### src/shared/smsp_defines.svh
// Timing counts, widths and fixed values for the serial port host controller
`ifndef SMSP_DEFINES_SVH
`define SMSP_DEFINES_SVH

// ----------------------------------------------------------------------------
// Clock and timing
// ----------------------------------------------------------------------------
`define SMSP_CLK_PERIOD_NS      5
// Device CPU clock period; plain default (8 MHz), set to the real part's rate
`define SMSP_DEV_CPU_PERIOD_NS  125
// Shortest legal serial clock period seen by a slave device: two device CPU clocks
`define SMSP_SCK_MIN_PERIOD_NS  (2 * `SMSP_DEV_CPU_PERIOD_NS)
// Least half period in own clocks, rounded up
`define SMSP_SCK_MIN_HALF_CYC   ((`SMSP_SCK_MIN_PERIOD_NS + 2 * `SMSP_CLK_PERIOD_NS - 1) / (2 * `SMSP_CLK_PERIOD_NS))
// Least time select stays high between bytes
`define SMSP_SS_GAP_NS          250
`define SMSP_SS_GAP_CYC         ((`SMSP_SS_GAP_NS + `SMSP_CLK_PERIOD_NS - 1) / `SMSP_CLK_PERIOD_NS)

// ----------------------------------------------------------------------------
// Widths and values
// ----------------------------------------------------------------------------
`define SMSP_DATA_W             8
`define SMSP_FIFO_DEPTH         16
`define SMSP_DIV_W              9
`define SMSP_FILL_BYTE          8'hFF
`define SMSP_SCK_EDGES          4'hF

`endif

### src/shared/smsp_pkg.sv
// Types shared by the serial port host controller
package smsp_pkg;

  // --------------------------------------------------------------------------
  // Master sequencer states
  // --------------------------------------------------------------------------
  typedef enum logic [2:0] {
    SMSP_ST_IDLE  = 3'b000,
    SMSP_ST_LEAD  = 3'b001,
    SMSP_ST_SHIFT = 3'b010,
    SMSP_ST_TRAIL = 3'b011,
    SMSP_ST_GAP   = 3'b100
  } smsp_state_e;

endpackage : smsp_pkg

### src/smsp_fifo.sv
// Synchronous FIFO with valid/ready on both sides
`timescale 1ns/100ps
`default_nettype none

module smsp_fifo #(
  parameter int W     = 8,
  parameter int DEPTH = 16
) (
  input  wire logic         clk,
  input  wire logic         nrst,
  input  wire logic         in_valid,
  output logic              in_ready,
  input  wire logic [W-1:0] in_data,
  output logic              out_valid,
  input  wire logic         out_ready,
  output logic [W-1:0]      out_data
);

  localparam int AW = $clog2(DEPTH);

  logic [W-1:0] mem_ff [DEPTH];
  logic [AW-1:0] wr_ptr_ff;
  logic [AW-1:0] rd_ptr_ff;
  logic [AW:0]   count_ff;
  logic          push;
  logic          pop;

  // ----------------------------------------------------------------------------
  // Handshake
  // ----------------------------------------------------------------------------
  assign in_ready  = (count_ff != (AW+1)'(DEPTH));
  assign out_valid = (count_ff != '0);
  assign push      = in_valid && in_ready;
  assign pop       = out_ready && out_valid;
  assign out_data  = mem_ff[rd_ptr_ff];

  // Storage is not reset; only the pointers define content
  always_ff @(posedge clk) begin
    if (push) begin
      mem_ff[wr_ptr_ff] <= in_data;
    end
  end

  // Pointers and fill level
  always_ff @(posedge clk) begin
    if (!nrst) begin
      wr_ptr_ff <= '0;
      rd_ptr_ff <= '0;
      count_ff  <= '0;
    end else begin
      if (push) begin
        wr_ptr_ff <= (wr_ptr_ff == AW'(DEPTH - 1)) ? '0 : wr_ptr_ff + 1'b1;
      end
      if (pop) begin
        rd_ptr_ff <= (rd_ptr_ff == AW'(DEPTH - 1)) ? '0 : rd_ptr_ff + 1'b1;
      end
      case ({push, pop})
        2'b10:   count_ff <= count_ff + 1'b1;
        2'b01:   count_ff <= count_ff - 1'b1;
        default: count_ff <= count_ff;
      endcase
    end
  end

endmodule : smsp_fifo

`default_nettype wire

### src/smsp_host.sv
// Host controller that exchanges bytes with the serial port device as master or slave
`timescale 1ns/100ps
`default_nettype none
`include "smsp_defines.svh"

module smsp_host
  import smsp_pkg::*;
(
  input  wire logic                    clk,
  input  wire logic                    nrst,
  input  wire logic                    cfg_role_slave,
  input  wire logic                    cfg_cpol,
  input  wire logic                    cfg_cpha,
  input  wire logic [7:0]              cfg_div_extra,
  input  wire logic                    cfg_simplex,
  input  wire logic                    cfg_simplex_tx,
  input  wire logic                    tx_valid,
  output logic                         tx_ready,
  input  wire logic [`SMSP_DATA_W-1:0] tx_data,
  output logic                         rx_valid,
  output logic [`SMSP_DATA_W-1:0]      rx_data,
  output logic                         busy,
  output logic                         sck_o,
  output logic                         sck_oe,
  input  wire logic                    sck_i,
  output logic                         mosi_o,
  output logic                         mosi_oe,
  input  wire logic                    mosi_i,
  input  wire logic                    miso_i,
  output logic                         miso_o,
  output logic                         miso_oe,
  output logic                         ss_n_o
);

  smsp_state_e                 state_ff;
  smsp_state_e                 nxt_state;
  logic                        role_slave_ff;
  logic                        cpol_ff;
  logic                        cpha_ff;
  logic                        simplex_ff;
  logic                        simplex_tx_ff;
  logic [`SMSP_DIV_W-1:0]      div_cnt_ff;
  logic [`SMSP_DIV_W-1:0]      div_limit;
  logic                        tick;
  logic [3:0]                  edge_cnt_ff;
  logic                        sck_ff;
  logic                        ss_n_ff;
  logic [`SMSP_DATA_W-1:0]     tx_sr_ff;
  logic [`SMSP_DATA_W-1:0]     rx_sr_ff;
  logic [2:0]                  samp_cnt_ff;
  logic                        dout_ff;
  logic                        rx_valid_ff;
  logic [`SMSP_DATA_W-1:0]     rx_data_ff;
  logic                        slv_armed_ff;
  logic [2:0]                  sck_sync_ff;
  logic [1:0]                  mosi_sync_ff;
  logic [1:0]                  miso_sync_ff;
  logic                        lead_ev;
  logic                        trail_ev;
  logic                        samp_ev;
  logic                        shift_ev;
  logic                        load_ev;
  logic                        byte_done;
  logic                        din;
  logic                        fifo_valid;
  logic [`SMSP_DATA_W-1:0]     fifo_data;
  logic [`SMSP_DATA_W-1:0]     load_byte;
  logic                        m_start;
  logic                        m_chain;
  logic                        s_lead;
  logic                        s_trail;

  // Converts a byte into the shifter image for the chosen phase
  function automatic logic [`SMSP_DATA_W-1:0] shifter_image(input logic [`SMSP_DATA_W-1:0] b,
                                                            input logic                    pha);
    shifter_image = pha ? b : {b[`SMSP_DATA_W-2:0], 1'b0};
  endfunction : shifter_image

  // ----------------------------------------------------------------------------
  // Transmit FIFO
  // ----------------------------------------------------------------------------
  smsp_fifo #(
    .W     (`SMSP_DATA_W),
    .DEPTH (`SMSP_FIFO_DEPTH)
  ) u_tx_fifo (
    .clk       (clk),
    .nrst      (nrst),
    .in_valid  (tx_valid),
    .in_ready  (tx_ready),
    .in_data   (tx_data),
    .out_valid (fifo_valid),
    .out_ready (load_ev),
    .out_data  (fifo_data)
  );

  // An empty FIFO in slave role still answers, with a fill byte
  assign load_byte = fifo_valid ? fifo_data : `SMSP_FILL_BYTE;

  // ----------------------------------------------------------------------------
  // Pin synchronisers
  // ----------------------------------------------------------------------------
  // Two stages before use; third sck stage only serves the edge finder
  always_ff @(posedge clk) begin
    if (!nrst) begin
      sck_sync_ff  <= 3'h0;
      mosi_sync_ff <= 2'h0;
      miso_sync_ff <= 2'h0;
    end else begin
      sck_sync_ff  <= {sck_sync_ff[1:0], sck_i};
      mosi_sync_ff <= {mosi_sync_ff[0], mosi_i};
      miso_sync_ff <= {miso_sync_ff[0], miso_i};
    end
  end

  // Device-as-master clock edges; leading edge leaves the idle level
  assign s_lead  = role_slave_ff && (sck_sync_ff[1] != sck_sync_ff[2]) && (sck_sync_ff[2] == cpol_ff);
  assign s_trail = role_slave_ff && (sck_sync_ff[1] != sck_sync_ff[2]) && (sck_sync_ff[2] != cpol_ff);

  // ----------------------------------------------------------------------------
  // Configuration latch
  // ----------------------------------------------------------------------------
  // Settings only move between bytes so both ends agree for a whole byte
  always_ff @(posedge clk) begin
    if (!nrst) begin
      role_slave_ff <= 1'b0;
      cpol_ff       <= 1'b0;
      cpha_ff       <= 1'b0;
      simplex_ff    <= 1'b0;
      simplex_tx_ff <= 1'b0;
    end else if (state_ff == SMSP_ST_IDLE && samp_cnt_ff == 3'h0) begin
      role_slave_ff <= cfg_role_slave;
      cpol_ff       <= cfg_cpol;
      cpha_ff       <= cfg_cpha;
      simplex_ff    <= cfg_simplex;
      simplex_tx_ff <= cfg_simplex_tx;
    end
  end

  // ----------------------------------------------------------------------------
  // Master half-period divider
  // ----------------------------------------------------------------------------
  // Never faster than half the device CPU clock, extra slows it further
  assign div_limit = (state_ff == SMSP_ST_GAP) ?
                     `SMSP_DIV_W'(`SMSP_SS_GAP_CYC - 1) :
                     `SMSP_DIV_W'(`SMSP_SCK_MIN_HALF_CYC - 1) + `SMSP_DIV_W'(cfg_div_extra);
  assign tick      = (state_ff != SMSP_ST_IDLE) && (div_cnt_ff == div_limit);

  always_ff @(posedge clk) begin
    if (!nrst) begin
      div_cnt_ff <= '0;
    end else if (state_ff == SMSP_ST_IDLE || tick) begin
      div_cnt_ff <= '0;
    end else begin
      div_cnt_ff <= div_cnt_ff + 1'b1;
    end
  end

  // ----------------------------------------------------------------------------
  // Master sequencer
  // ----------------------------------------------------------------------------
  // Only this end starts a byte when it is master, and only with data queued
  assign m_start = (state_ff == SMSP_ST_IDLE) && !role_slave_ff && !cfg_role_slave && fifo_valid;
  // Second-edge capture keeps select low across queued bytes
  assign m_chain = (state_ff == SMSP_ST_TRAIL) && tick && cpha_ff && fifo_valid;

  always_comb begin
    nxt_state = state_ff;
    case (state_ff)
      SMSP_ST_IDLE: begin
        if (m_start) begin
          nxt_state = SMSP_ST_LEAD;
        end
      end
      SMSP_ST_LEAD: begin
        if (tick) begin
          nxt_state = SMSP_ST_SHIFT;
        end
      end
      SMSP_ST_SHIFT: begin
        if (tick && edge_cnt_ff == `SMSP_SCK_EDGES) begin
          nxt_state = SMSP_ST_TRAIL;
        end
      end
      SMSP_ST_TRAIL: begin
        if (m_chain) begin
          nxt_state = SMSP_ST_LEAD;
        end else if (tick) begin
          nxt_state = SMSP_ST_GAP;
        end
      end
      SMSP_ST_GAP: begin
        if (tick) begin
          nxt_state = SMSP_ST_IDLE;
        end
      end
      default: nxt_state = SMSP_ST_IDLE;
    endcase
  end

  always_ff @(posedge clk) begin
    if (!nrst) begin
      state_ff <= SMSP_ST_IDLE;
    end else begin
      state_ff <= nxt_state;
    end
  end

  // Edge counter: sixteen edges make eight clock periods
  always_ff @(posedge clk) begin
    if (!nrst) begin
      edge_cnt_ff <= 4'h0;
    end else if (state_ff != SMSP_ST_SHIFT) begin
      edge_cnt_ff <= 4'h0;
    end else if (tick) begin
      edge_cnt_ff <= edge_cnt_ff + 4'h1;
    end
  end

  // Serial clock rests at the polarity level outside the shift phase
  always_ff @(posedge clk) begin
    if (!nrst) begin
      sck_ff <= 1'b0;
    end else if (state_ff == SMSP_ST_IDLE) begin
      sck_ff <= cfg_cpol;
    end else if (state_ff == SMSP_ST_SHIFT && tick) begin
      sck_ff <= ~sck_ff;
    end
  end

  // Select: low over a byte, high between first-edge capture bytes
  always_ff @(posedge clk) begin
    if (!nrst) begin
      ss_n_ff <= 1'b1;
    end else if (role_slave_ff) begin
      ss_n_ff <= 1'b1;
    end else if (m_start) begin
      ss_n_ff <= 1'b0;
    end else if (state_ff == SMSP_ST_TRAIL && tick && !m_chain) begin
      ss_n_ff <= 1'b1;
    end
  end

  // ----------------------------------------------------------------------------
  // Shared shift events for both roles
  // ----------------------------------------------------------------------------
  assign lead_ev  = s_lead || (state_ff == SMSP_ST_SHIFT && tick && !edge_cnt_ff[0]);
  assign trail_ev = s_trail || (state_ff == SMSP_ST_SHIFT && tick && edge_cnt_ff[0]);
  // Capture on first edge for phase 0, second edge for phase 1
  assign samp_ev  = cpha_ff ? trail_ev : lead_ev;
  // Phase 0 must not shift on the closing edge of a finished byte
  assign shift_ev = cpha_ff ? lead_ev : (trail_ev && samp_cnt_ff != 3'h0);
  assign byte_done = samp_ev && samp_cnt_ff == 3'h7;
  // Slave role loads its answer on entry, before any device clock, then after each byte
  assign load_ev  = m_start || m_chain ||
                    (role_slave_ff && (!slv_armed_ff || byte_done));
  // Single shared line, master role only: receive on mosi, the line it would drive; slave role always receives on mosi
  assign din      = role_slave_ff ? mosi_sync_ff[1] :
                    (simplex_ff ? mosi_sync_ff[1] : miso_sync_ff[1]);

  // Slave preload happens once on entering the role, then after each byte
  always_ff @(posedge clk) begin
    if (!nrst) begin
      slv_armed_ff <= 1'b0;
    end else begin
      slv_armed_ff <= role_slave_ff;
    end
  end

  // Transmit shifter, most significant bit first
  always_ff @(posedge clk) begin
    if (!nrst) begin
      tx_sr_ff <= '0;
      dout_ff  <= 1'b0;
    end else if (load_ev) begin
      tx_sr_ff <= shifter_image(load_byte, cpha_ff);
      if (!cpha_ff) begin
        dout_ff <= load_byte[`SMSP_DATA_W-1];
      end
    end else if (shift_ev) begin
      dout_ff  <= tx_sr_ff[`SMSP_DATA_W-1];
      tx_sr_ff <= {tx_sr_ff[`SMSP_DATA_W-2:0], 1'b0};
    end
  end

  // Receive shifter and bit count
  always_ff @(posedge clk) begin
    if (!nrst) begin
      rx_sr_ff    <= '0;
      samp_cnt_ff <= 3'h0;
    end else if (!role_slave_ff && state_ff == SMSP_ST_IDLE) begin
      samp_cnt_ff <= 3'h0;
    end else if (samp_ev) begin
      rx_sr_ff    <= {rx_sr_ff[`SMSP_DATA_W-2:0], din};
      samp_cnt_ff <= samp_cnt_ff + 3'h1;
    end
  end

  // Finished bytes land in a buffer register, apart from the shifter
  always_ff @(posedge clk) begin
    if (!nrst) begin
      rx_valid_ff <= 1'b0;
      rx_data_ff  <= '0;
    end else begin
      rx_valid_ff <= byte_done && !(simplex_ff && simplex_tx_ff);
      if (byte_done) begin
        rx_data_ff <= {rx_sr_ff[`SMSP_DATA_W-2:0], din};
      end
    end
  end

  // ----------------------------------------------------------------------------
  // Outputs
  // ----------------------------------------------------------------------------
  assign rx_valid = rx_valid_ff;
  assign rx_data  = rx_data_ff;
  assign busy     = (state_ff != SMSP_ST_IDLE) || (samp_cnt_ff != 3'h0);
  assign sck_o    = sck_ff;
  assign sck_oe   = !role_slave_ff;
  assign mosi_o   = dout_ff;
  // Shared line in receive direction: release it so the device may drive
  assign mosi_oe  = !role_slave_ff && !(simplex_ff && !simplex_tx_ff);
  assign miso_o   = dout_ff;
  assign miso_oe  = role_slave_ff && !(simplex_ff && !simplex_tx_ff);
  assign ss_n_o   = ss_n_ff;

endmodule : smsp_host

`default_nettype wire

### config.mk
export PLATFORM = sky130hd
export DESIGN_NAME = smsp_host
export DESIGN_NICKNAME = d
export VERILOG_FILES = /design/src/shared/smsp_pkg.sv /design/src/smsp_fifo.sv /design/src/smsp_host.sv
export VERILOG_INCLUDE_DIRS = /design/src /design/src/shared
export SDC_FILE = /design/constraint.sdc
export NUM_CORES = 1
export LEC_CHECK = 0
export BUFFER_PORTS_ARGS = -buffer_cell sky130_fd_sc_hd__buf_2
export CORE_ASPECT_RATIO = 2
export CORE_MARGIN = 10
export CORE_UTILIZATION = 25
export CTS_CLUSTER_DIAMETER = 80
export DETAILED_ROUTE_END_ITERATION = 10
export GPL_TIMING_DRIVEN = 0
export MAX_ROUTING_LAYER = met4
export SLEW_MARGIN = 20
export SYNTH_ARGS = -nofsm -noshare
export SYNTH_HDL_FRONTEND = slang
export SYNTH_SLANG_ARGS = --single-unit
### constraint.sdc
create_clock -name clk -period 4.8 [get_ports clk]
set_clock_uncertainty 0.15 [all_clocks]
set_input_delay 0.48 -clock clk [delete_from_list [all_inputs] [get_ports clk]]
set_output_delay 0.48 -clock clk [all_outputs]
set_load 0.02 [all_outputs]
==> impl_metrics.ini, run 1 <==
[run_status]
status = completed

[critical_path]
max_stage_delay_ns = 0.37
critPathCaptureType = register
crit_top_cell = a21oi_1
path_cells = or3b_1 -> buf_2 -> and3_1 -> a211oi_2 -> nand4_1 -> o31ai_4 -> o22ai_2 -> o21a_2 -> nor2_2 -> ha_1 -> buf_4 -> xor2_1 -> ha_2 -> o21ai_0 -> a21oi_1 -> a21oi_1 -> xor2_1 -> or3_1 -> a21oi_1
path_class = register to register
start_kind = register
cp.buffers_inverters = 2
cp_data_arrival_time_ns = 4.69
crit_slowest_cell = or3b_1
cp.required_ns = 5.07
critPathTopFamily = compound AO/OA/AOI/OAI gates
cp_max_fo = 15

[sta]
max_slew_margin = 0.271
tightest_slew_ns = 1.09
fin_ws_ns = 0.388
period_share = 0.919
rsz0062_at_grt = false
finalSetupViolCount = 0
timing.fmax_mhz = 227
final.min_clock_period_ns = 4.41
final_hold_viol_count = 0
slew_viol_final = 0

[logic_synthesis]
synth_area_per_cell_um2 = 13.6
netlist_area_um2 = 8660
ys_types = 58
synth-edff-count = 128
ys_warn_count = 0
ys.flop_type = edfxtp_1
postSynthCellCount = 637
synth-seq-cells = 204
async_flop_share = 0
syn-num-nets = 679
ys_seq_area_frac = 0.620

[final_layout]
area_delta_synth_final_pct = 17.5
nets = 748
drive_above_1_share = 0.197
design_area_um2 = 10200

[global_routing]
grt_max_degree = 17
grt_overflow = 0
grt_pass1_wl_um = 31600
antenna_found_initial = 3
grtUsageTotal = 0.0980
grt_pass1_vias = 5656

[clocking]
clkTransAtPathRegs_ns = 0.07
clock_sinks = 204
cts_tree = built
cts_root_buf = clkbuf_16
cts_buffer_depth = 3
htreeDepth = 1
cts_buffers = 20
post_cts_buffers = 0
clkLatencyLatePin_ns = 0.51

[detailed_routing]
drtIter0Drc = 299
routed_via_density = 4.54
firstDrtPassIters = 6
dr_total_vias = 5280
antenna_left = 0
drcViolationCount = 0
wl_per_cell_um = 17.6
wirelength_um = 20400

[power_and_ir_drop]
p_leak_nw = 3.49
vdd_drop_max_uv = 313
powerDensity_nw_per_um2 = 454
total_power_mw = 4.62

[floorplan]
die_y_um = 283
num_rows = 96
die_w_um = 152
top_level_ports = 45
dieArea_um2 = 42900
start_util = 0.253
fp.coreArea_um2 = 34200

[placed_design]
io_buffers = 44
placed_area_um2 = 9490
place_worst_setup_slack_ns = -0.466
place.gp.congestion = 0.802
hpwl_um = 14700

[flow_run]
max_cap_viol_count = 0

[hold_path]
hold_path.class = input port to register
metrics by stage:
step	TNS [ns]	utilization	instances	hold WS [ns]
2_1_floorplan	0	-	637	0.262
3_3_place_gp	-0.422	0.276	1122	0.272
3_5_place_dp	-0.622	0.277	1126	0.281
4_1_cts	0	0.296	1162	0.0144
5_1_grt	0	0.297	1164	0.0291
6_report	0	0.297	1164	0.0319
cell usage after synthesis, drive strengths merged (2+ instances only):
| master | instances | share of area |
|---|---|---|
| dfxtp | 76 | 0.18 |
| nand3b | 4 | 0.0035 |
| buf | 10 | 0.0055 |
| a21oi | 27 | 0.016 |
| and2 | 9 | 0.0065 |
| nand2 | 29 | 0.013 |
| nor3b | 4 | 0.0040 |
| a211oi | 4 | 0.0040 |
| nor4 | 3 | 0.0039 |
| clkbuf | 27 | 0.012 |
| a22oi | 2 | 0.0017 |
| ha | 15 | 0.022 |
| o211ai | 2 | 0.0017 |
| nor2 | 70 | 0.030 |
| xnor2 | 6 | 0.0061 |
| edfxtp | 128 | 0.44 |
| mux2i | 24 | 0.028 |
| inv | 19 | 0.0082 |
| a31oi | 10 | 0.0072 |
| nor2b | 3 | 0.0022 |
| nor3 | 14 | 0.0081 |
| or3 | 7 | 0.0051 |
| nand3 | 10 | 0.0058 |
| o21a | 3 | 0.0026 |
| nand2b | 14 | 0.010 |
| xor2 | 21 | 0.021 |
| and3 | 2 | 0.0014 |
| nand4 | 5 | 0.0036 |
| nor4b | 2 | 0.0020 |
| o21ai | 26 | 0.015 |
| mux2 | 2 | 0.0030 |
| mux4 | 40 | 0.10 |
path summary, 6_finish.rpt:
check / start / end / slack, ns / depth (start not counted)
setup / recovery: state_ff[0]$_SDFFE_PN0P_ / u_tx_fifo.count_ff[4]$_SDFFE_PN0P_ / 0.39 / 19
hold / removal: sck_i / sck_sync_ff[0]$_SDFF_PN0_ / 0.03 / 2
setup reg to reg: state_ff[0]$_SDFFE_PN0P_ / u_tx_fifo.count_ff[4]$_SDFFE_PN0P_ / 0.39 / 19
hold reg to reg: sck_sync_ff[0]$_SDFF_PN0_ / sck_sync_ff[1]$_SDFF_PN0_ / 0.29 / 1
flip-flops by register name, indices dropped and copies added (netlist names), 2 cells and up, named ones only:
name and count:
rx_sr_ff 7, sck_sync_ff 3, edge_cnt_ff 4, tx_sr_ff 8, u_tx_fifo.count_ff 5, div_cnt_ff 9
u_tx_fifo.mem_ff 128, mosi_sync_ff 2, rx_data 8, samp_cnt_ff 3, u_tx_fifo.rd_ptr_ff 4, u_tx_fifo.wr_ptr_ff 4
miso_sync_ff 2, state_ff 3
what timing repair did:
item,CTS,global route
hold endpoints to repair,0,0
setup endpoints to repair,1,2
pin swaps,0,4
hold buffers,0,0
gates resized for setup,1,14
gates cloned,0,0
per-layer routing:
metal / global-route usage / vias to the layer above / part of all wire
met5: - / - / 0
met4: 0.0472 / 0 / 0.039
met3: 0.0203 / 41 / 0.052
met2: 0.186 / 105 / 0.57
met1: 0.0882 / 2616 / 0.34
li1: - / 2518 / -
power by group:
group / internal [mW] / switching [mW]
sequential: 1.97 / 0.0712
combinational: 0.443 / 0.592
clock: 0.888 / 0.661
total: 3.30 / 1.32
area by class of cell:
type,count,area [µm²]
diodes,3,7.51
plain buffers,36,149
clock buffers,28,572
clock inverters,8,67.6
fillers,3471,24100
inverters,20,75.1
multi-input cells,376,3120
flip-flops and latches,204,5370
well taps,441,552
repair buffers,48,258
cell families (layout without fill, tap and decap cells):
logic type / after synthesis / count (layout) / synth area share
AND/OR/NAND/NOR: 181 / 181 / 0.104
XOR/XNOR: 28 / 28 / 0.0301
AO/OA/AOI/OAI: 86 / 86 / 0.0640
other: 0 / 3 / 0
flip-flops: 204 / 204 / 0.620
multiplexers: 66 / 66 / 0.135
adder cells (fa/ha/maj): 15 / 15 / 0.0217
buffers and inverters: 57 / 140 / 0.0259
placed cells by master, fill, tap and decap left out, types with 6 or more instances in the layout:
cell type,Yosys,routed
a21oi_1,27,27
a31oi_1,10,10
and2_1,9,9
buf_2,5,48
clkbuf_1,27,30
clkbuf_16,0,21
dfxtp_1,76,74
edfxtp_1,128,128
ha_1,15,14
inv_1,19,19
mux2i_1,24,24
mux4_2,40,40
nand2_1,29,29
nand2b_1,14,14
nand3_1,10,10
nor2_1,70,69
nor3_1,14,10
o21ai_0,23,23
or3_1,7,7
xnor2_1,6,6
xor2_1,21,21
(Power assumes the default switching activity.)
==> inputs of run 2 (changes only) <==
clock period = 5.15 ns   (was 4.8 ns; I/O delays follow)
==> run 2 against run 1 <==
Effect of this change:
- maximum frequency decreased by 5.5%
- sequential cell count is the same
- worst hold slack improved by 0.035 ns
- non-clock buffer count increased by 1
==> impl_metrics.ini, run 2 (same netlist as run 1, synthesis figures left out) <==
[run_status]
status = completed

[power_and_ir_drop]
powerDensity_nw_per_um2 = 424
p_switching_mw = 1.23
p_int_mw = 3.07
power_frac_seq = 0.441
p_sw_frac = 0.287
comb_power_share = 0.222
p_leak_nw = 3.49
vdd_drop_max_uv = 291
p_clk_frac = 0.337

[floorplan]
fp.coreArea_um2 = 34200
die_w_um = 152
dieArea_um2 = 42900
num_rows = 96
start_util = 0.253
die_y_um = 283
top_level_ports = 45

[sta]
tightest_slew_ns = 1.09
timing.fmax_mhz = 214
fin_ws_ns = 0.480
rsz0062_at_grt = false
final.min_clock_period_ns = 4.67
period_share = 0.907
setup_tns_ns = 0
final_hold_viol_count = 0
slew_viol_final = 0
finalSetupViolCount = 0
max_slew_margin = 0.270

[detailed_routing]
drcViolationCount = 0
dr_total_vias = 5316
wirelength_um = 20400
antenna_left = 0
drtIter0Drc = 294
routed_via_density = 4.56
wl_per_cell_um = 17.5
firstDrtPassIters = 4

[global_routing]
grt_pass1_wl_um = 31700
grt_max_degree = 17
busiest_layer = met2
use_met3 = 0.0203
grtUsageTotal = 0.0980
use_met1 = 0.0882
grt_pass1_vias = 5655
antenna_found_initial = 3
grt_overflow = 0
met2_usage = 0.186

[critical_path]
rr_worst_depth = 18
cp.required_ns = 5.43
crit_slowest_cell = a22oi_1
start_kind = register
reg2reg_slack_ns = 0.48
crit_top_cell = a21oi_1
critPathCaptureType = register
r2r-end = u_tx_fifo.count_ff[4]$_SDFFE_PN0P_
path_cells = or3b_1 -> buf_2 -> a22oi_1 -> nor3_1 -> a221oi_1 -> o21a_1 -> buf_2 -> nor2_1 -> ha_1 -> clkbuf_2 -> xor2_1 -> ha_1 -> o21ai_0 -> a21oi_1 -> a21oi_1 -> xor2_1 -> or3_1 -> a21oi_1
cp_data_arrival_time_ns = 4.95
path_class = register to register
max_stage_delay_ns = 0.51
rr_startpoint = state_ff[0]$_SDFFE_PN0P_
cp_max_fo = 10

[hold_path]
hold_path_startpoint = sck_i
holdPathStages = 2
hold_end = sck_sync_ff[0]$_SDFF_PN0_
hold_path.class = input port to register

[placed_design]
place_worst_setup_slack_ns = -0.151
hpwl_um = 14700
io_buffers = 44
place.gp.congestion = 0.802

[clocking]
clkLatencyLatePin_ns = 0.51
cts_tree = built
cts_buffers = 20
clkTransAtPathRegs_ns = 0.07
cts_root_buf = clkbuf_16
clock_sinks = 204
htreeDepth = 1
cts_buffer_depth = 3

[final_layout]
mostFrequentLayoutCells = edfxtp_1, dfxtp_1, nor2_1, buf_2, mux4_2
mostFrequentLayoutCell = edfxtp_1
nets = 749
regMostFlops = u_tx_fifo.mem_ff
area_delta_synth_final_pct = 17.1
largest_reg_flops = 128
top_regs = u_tx_fifo.mem_ff x128, div_cnt_ff x9
drive_above_1_share = 0.187

[flow_run]
max_cap_viol_count = 0
## run 2: metrics by stage
| stage | power, mW | instance area, µm² | hold slack [ns] | cells | util |
|---|---|---|---|---|---|
| 4_1_cts | 4.36 | 10100 | 0.0494 | 1162 | 0.296 |
| 3_5_place_dp | 2.90 | 9490 | 0.281 | 1126 | 0.277 |
| 6_report | 4.30 | 10100 | 0.0665 | 1165 | 0.296 |
| 5_1_grt | 4.51 | 10100 | 0.0641 | 1165 | 0.296 |
| 2_1_floorplan | 2.62 | 8660 | 0.262 | 637 | - |
| 3_3_place_gp | 2.88 | 9430 | 0.272 | 1122 | 0.276 |
## run 2: power by group through the flow
stage               clock (mW)  combinational, mW  sequential [mW]
finish                    1.45              0.957             1.90
global route              1.55               1.05             1.91
CTS                       1.49              0.970             1.90
detailed placement           0              0.967             1.93
global placement             0              0.948             1.93
floorplan                    0              0.693             1.92
## run 2: how the worst max path moves through the flow
stage | startpoint | to | cells after the start
5_1_grt | u_tx_fifo.count_ff[1]$_SDFFE_PN0P_ | u_tx_fifo.count_ff[4]$_SDFFE_PN0P_ | 19
3_5_place_dp | cfg_div_extra[3] | u_tx_fifo.count_ff[4]$_SDFFE_PN0P_ | 22
4_1_cts | state_ff[0]$_SDFFE_PN0P_ | u_tx_fifo.count_ff[4]$_SDFFE_PN0P_ | 20
2_1_floorplan | cfg_div_extra[3] | u_tx_fifo.count_ff[4]$_SDFFE_PN0P_ | 21
6_report | state_ff[0]$_SDFFE_PN0P_ | u_tx_fifo.count_ff[4]$_SDFFE_PN0P_ | 18
3_3_place_gp | cfg_div_extra[3] | u_tx_fifo.count_ff[4]$_SDFFE_PN0P_ | 22
## run 2: cell type report
cell class / instances / area, µm²
Antenna cell: 3 / 7.51
Tap cell: 441 / 552
Inverter: 20 / 75.1
Clock buffer: 28 / 572
Multi-Input combinational cell: 376 / 3100
Buffer: 37 / 150
Clock inverter: 8 / 67.6
Sequential cell: 204 / 5370
Fill cell: 3478 / 24100
Timing Repair Buffer: 48 / 258
## run 2: metal layers
| metal | up-vias | routed length, µm |
|---|---|---|
| li1 | 2521 | - |
| met1 | 2636 | 6860 |
| met2 | 116 | 11600 |
| met3 | 43 | 1140 |
| met4 | 0 | 794 |
| met5 | - | 0 |
## run 2: critical path: cells and delay by family (launching register included)
family / cells / cell delay, ns
AO/OA/AOI/OAI: 7 / 1.74
buffers and inverters: 3 / 0.61
AND/OR/NAND/NOR: 4 / 0.98
flip-flops: 1 / 0.38
XOR/XNOR: 2 / 0.26
adder cells (fa/ha/maj): 2 / 0.44
## run 2: repair_timing
item / 4_1_cts / 5_1_grt
endpoints found under the setup margin: 0 / 1
resized for setup: 0 / 3
setup buffers: 0 / 0
hold buffers: 0 / 0
==> inputs of run 3 (changes only) <==
PLACE_DENSITY_LB_ADDON = 0.2   (was not set)
==> run 3 against run 2 <==
Effect of this change:
- core utilization up 0.16 points
- power up 4.0%
- critical path type unchanged
- highest routed layer unchanged
- global-route usage up 0.78 points
==> impl_metrics.ini, run 3 (same netlist as run 1, synthesis figures left out) <==
[run_status]
status = completed

[critical_path]
path_cells = or3b_1 -> buf_2 -> o21a_1 -> o32ai_2 -> nand2_1 -> nor3_1 -> a221oi_1 -> o21a_1 -> buf_2 -> nor2_2 -> ha_1 -> clkbuf_2 -> xor2_1 -> ha_1 -> o21ai_0 -> a21oi_1 -> a21oi_1 -> xor2_1 -> or3_1 -> a21oi_1
reg2reg_slack_ns = 0.42
start_kind = register
max_stage_delay_ns = 0.40
crit_top_cell = a21oi_1
critPathLaunch = state_ff[0]$_SDFFE_PN0P_
crit_slowest_cell = or3b_1
r2r-end = u_tx_fifo.count_ff[4]$_SDFFE_PN0P_
critPathCaptureType = register
rr_worst_depth = 20
cp_data_arrival_time_ns = 5.00
cp.required_ns = 5.42
path_class = register to register
cp_max_fo = 10
rr_startpoint = state_ff[0]$_SDFFE_PN0P_

[global_routing]
grt_pass1_wl_um = 33500
grtUsageTotal = 0.106
grt_overflow = 0
grt_max_degree = 17
grt_pass1_vias = 5576
antenna_found_initial = 0

[detailed_routing]
antenna_left = 0
routed_via_density = 4.48
dr_total_vias = 5193
drtIter0Drc = 254
wl_per_cell_um = 19.0
drcViolationCount = 0
firstDrtPassIters = 4
wirelength_um = 22100

[clocking]
clkTransAtPathRegs_ns = 0.07
post_cts_buffers = 0
cts_root_buf = clkbuf_16
cts_hold_buf = 0
clkLatencyLatePin_ns = 0.51
clock_sinks = 204
cts_buffer_depth = 3
cts_buffers = 20
post_cts_resized = 0
htreeDepth = 1
cts_tree = built

[floorplan]
die_w_um = 152
die_y_um = 283
num_rows = 96
top_level_ports = 45
start_util = 0.253
fp.coreArea_um2 = 34200
dieArea_um2 = 42900

[power_and_ir_drop]
p_leak_nw = 3.51
powerDensity_nw_per_um2 = 439
total_power_mw = 4.47
vdd_drop_max_uv = 190

[sta]
finalSetupViolCount = 0
final.min_clock_period_ns = 4.73
rsz0062_at_grt = false
tightest_slew_ns = 1.04
final_hold_viol_count = 0
timing.fmax_mhz = 211
slew_viol_final = 0
max_slew_margin = 0.307
hold_ws_ns = 0.0800
period_share = 0.919

[final_layout]
drive_above_1_share = 0.189
area_delta_synth_final_pct = 17.8
design_area_um2 = 10200
multi_input_comb_area_um2 = 3100
mostFrequentLayoutCell = edfxtp_1
n_antenna_cell = 0
largest_reg_flops = 128
regMostFlops = u_tx_fifo.mem_ff
seq_area_um2 = 5370
mostFrequentLayoutCells = edfxtp_1, dfxtp_1, nor2_1, buf_2, mux4_2
top_regs = u_tx_fifo.mem_ff x128, div_cnt_ff x9
nets = 747
fillers = 3471

[placed_design]
placed_area_um2 = 9470
place.gp.congestion = 0.793
io_buffers = 44
hpwl_um = 16200

[hold_path]
holdPathStages = 2
hold_path_startpoint = miso_i
hold_end = miso_sync_ff[0]$_SDFF_PN0_
hold_path.class = input port to register

[flow_run]
max_cap_viol_count = 0
==> run 3: cell types whose count changed in the layout (fill, tap and decap cells not counted), moves of 2 or more <==
cell / before / now
buf_6: 2 / 0
bufinv_16: 1 / 4
clkbuf_8: 2 / 0
clkinv_1: 5 / 2
diode_2: 3 / 0
==> run 3: layer usage <==
layer / GRT usage / up-vias / part of all wire
li1: - / 2505 / -
met1: 0.0976 / 2573 / 0.35
met2: 0.208 / 85 / 0.59
met3: 0.0152 / 30 / 0.035
met4: 0.0393 / 0 / 0.028
met5: - / - / 0
==> run 3: cell type report <==
type,count,area share
timing repair buffer,46,0.0231
clock buffer,28,0.0563
sequential,204,0.526
inverter,20,0.00736
buffer,37,0.0147
clock inverter,8,0.0142
multi-input combinational,376,0.304
tap,441,0.0541
==> run 3: critical path, delay by kind of cell, from the launching register on <==
kind,cells,cell delay [ns]
and+or+nand+nor,5,1.40
buffers and inverters,3,0.61
DFF,1,0.38
xor gates and xnor gates,2,0.32
adders and majority gates,2,0.39
AOI/OAI and AO/OA,8,1.42
==> run 3: how the worst max path moves through the flow <==
stage	endpoint	slack [ns]	depth (start not counted)
2_1_floorplan	u_tx_fifo.count_ff[4]$_SDFFE_PN0P_	0.78	21
4_1_cts	u_tx_fifo.count_ff[4]$_SDFFE_PN0P_	0.04	20
6_report	u_tx_fifo.count_ff[4]$_SDFFE_PN0P_	0.42	20
3_5_place_dp	u_tx_fifo.count_ff[4]$_SDFFE_PN0P_	-0.23	22
5_1_grt	u_tx_fifo.count_ff[4]$_SDFFE_PN0P_	0.03	19
3_3_place_gp	u_tx_fifo.count_ff[4]$_SDFFE_PN0P_	-0.23	22
==> run 3: power by group <==
group	switching (mW)	total, mW	internal, mW	leakage (nW)
Combinational	0.565	0.968	0.403	1.39
Sequential	0.0638	1.90	1.83	1.78
Clock	0.626	1.61	0.985	0.348
==> run 3: metrics by stage <==
stage          utilization  setup TNS, ns  instances  setup WS (ns)
3_3_place_gp         0.276         -0.234       1122         -0.234
2_1_floorplan            -              0        637          0.785
5_1_grt              0.298              0       1160         0.0334
6_report             0.298              0       1160          0.417
3_5_place_dp         0.277         -0.232       1124         -0.232
4_1_cts              0.298              0       1160         0.0385
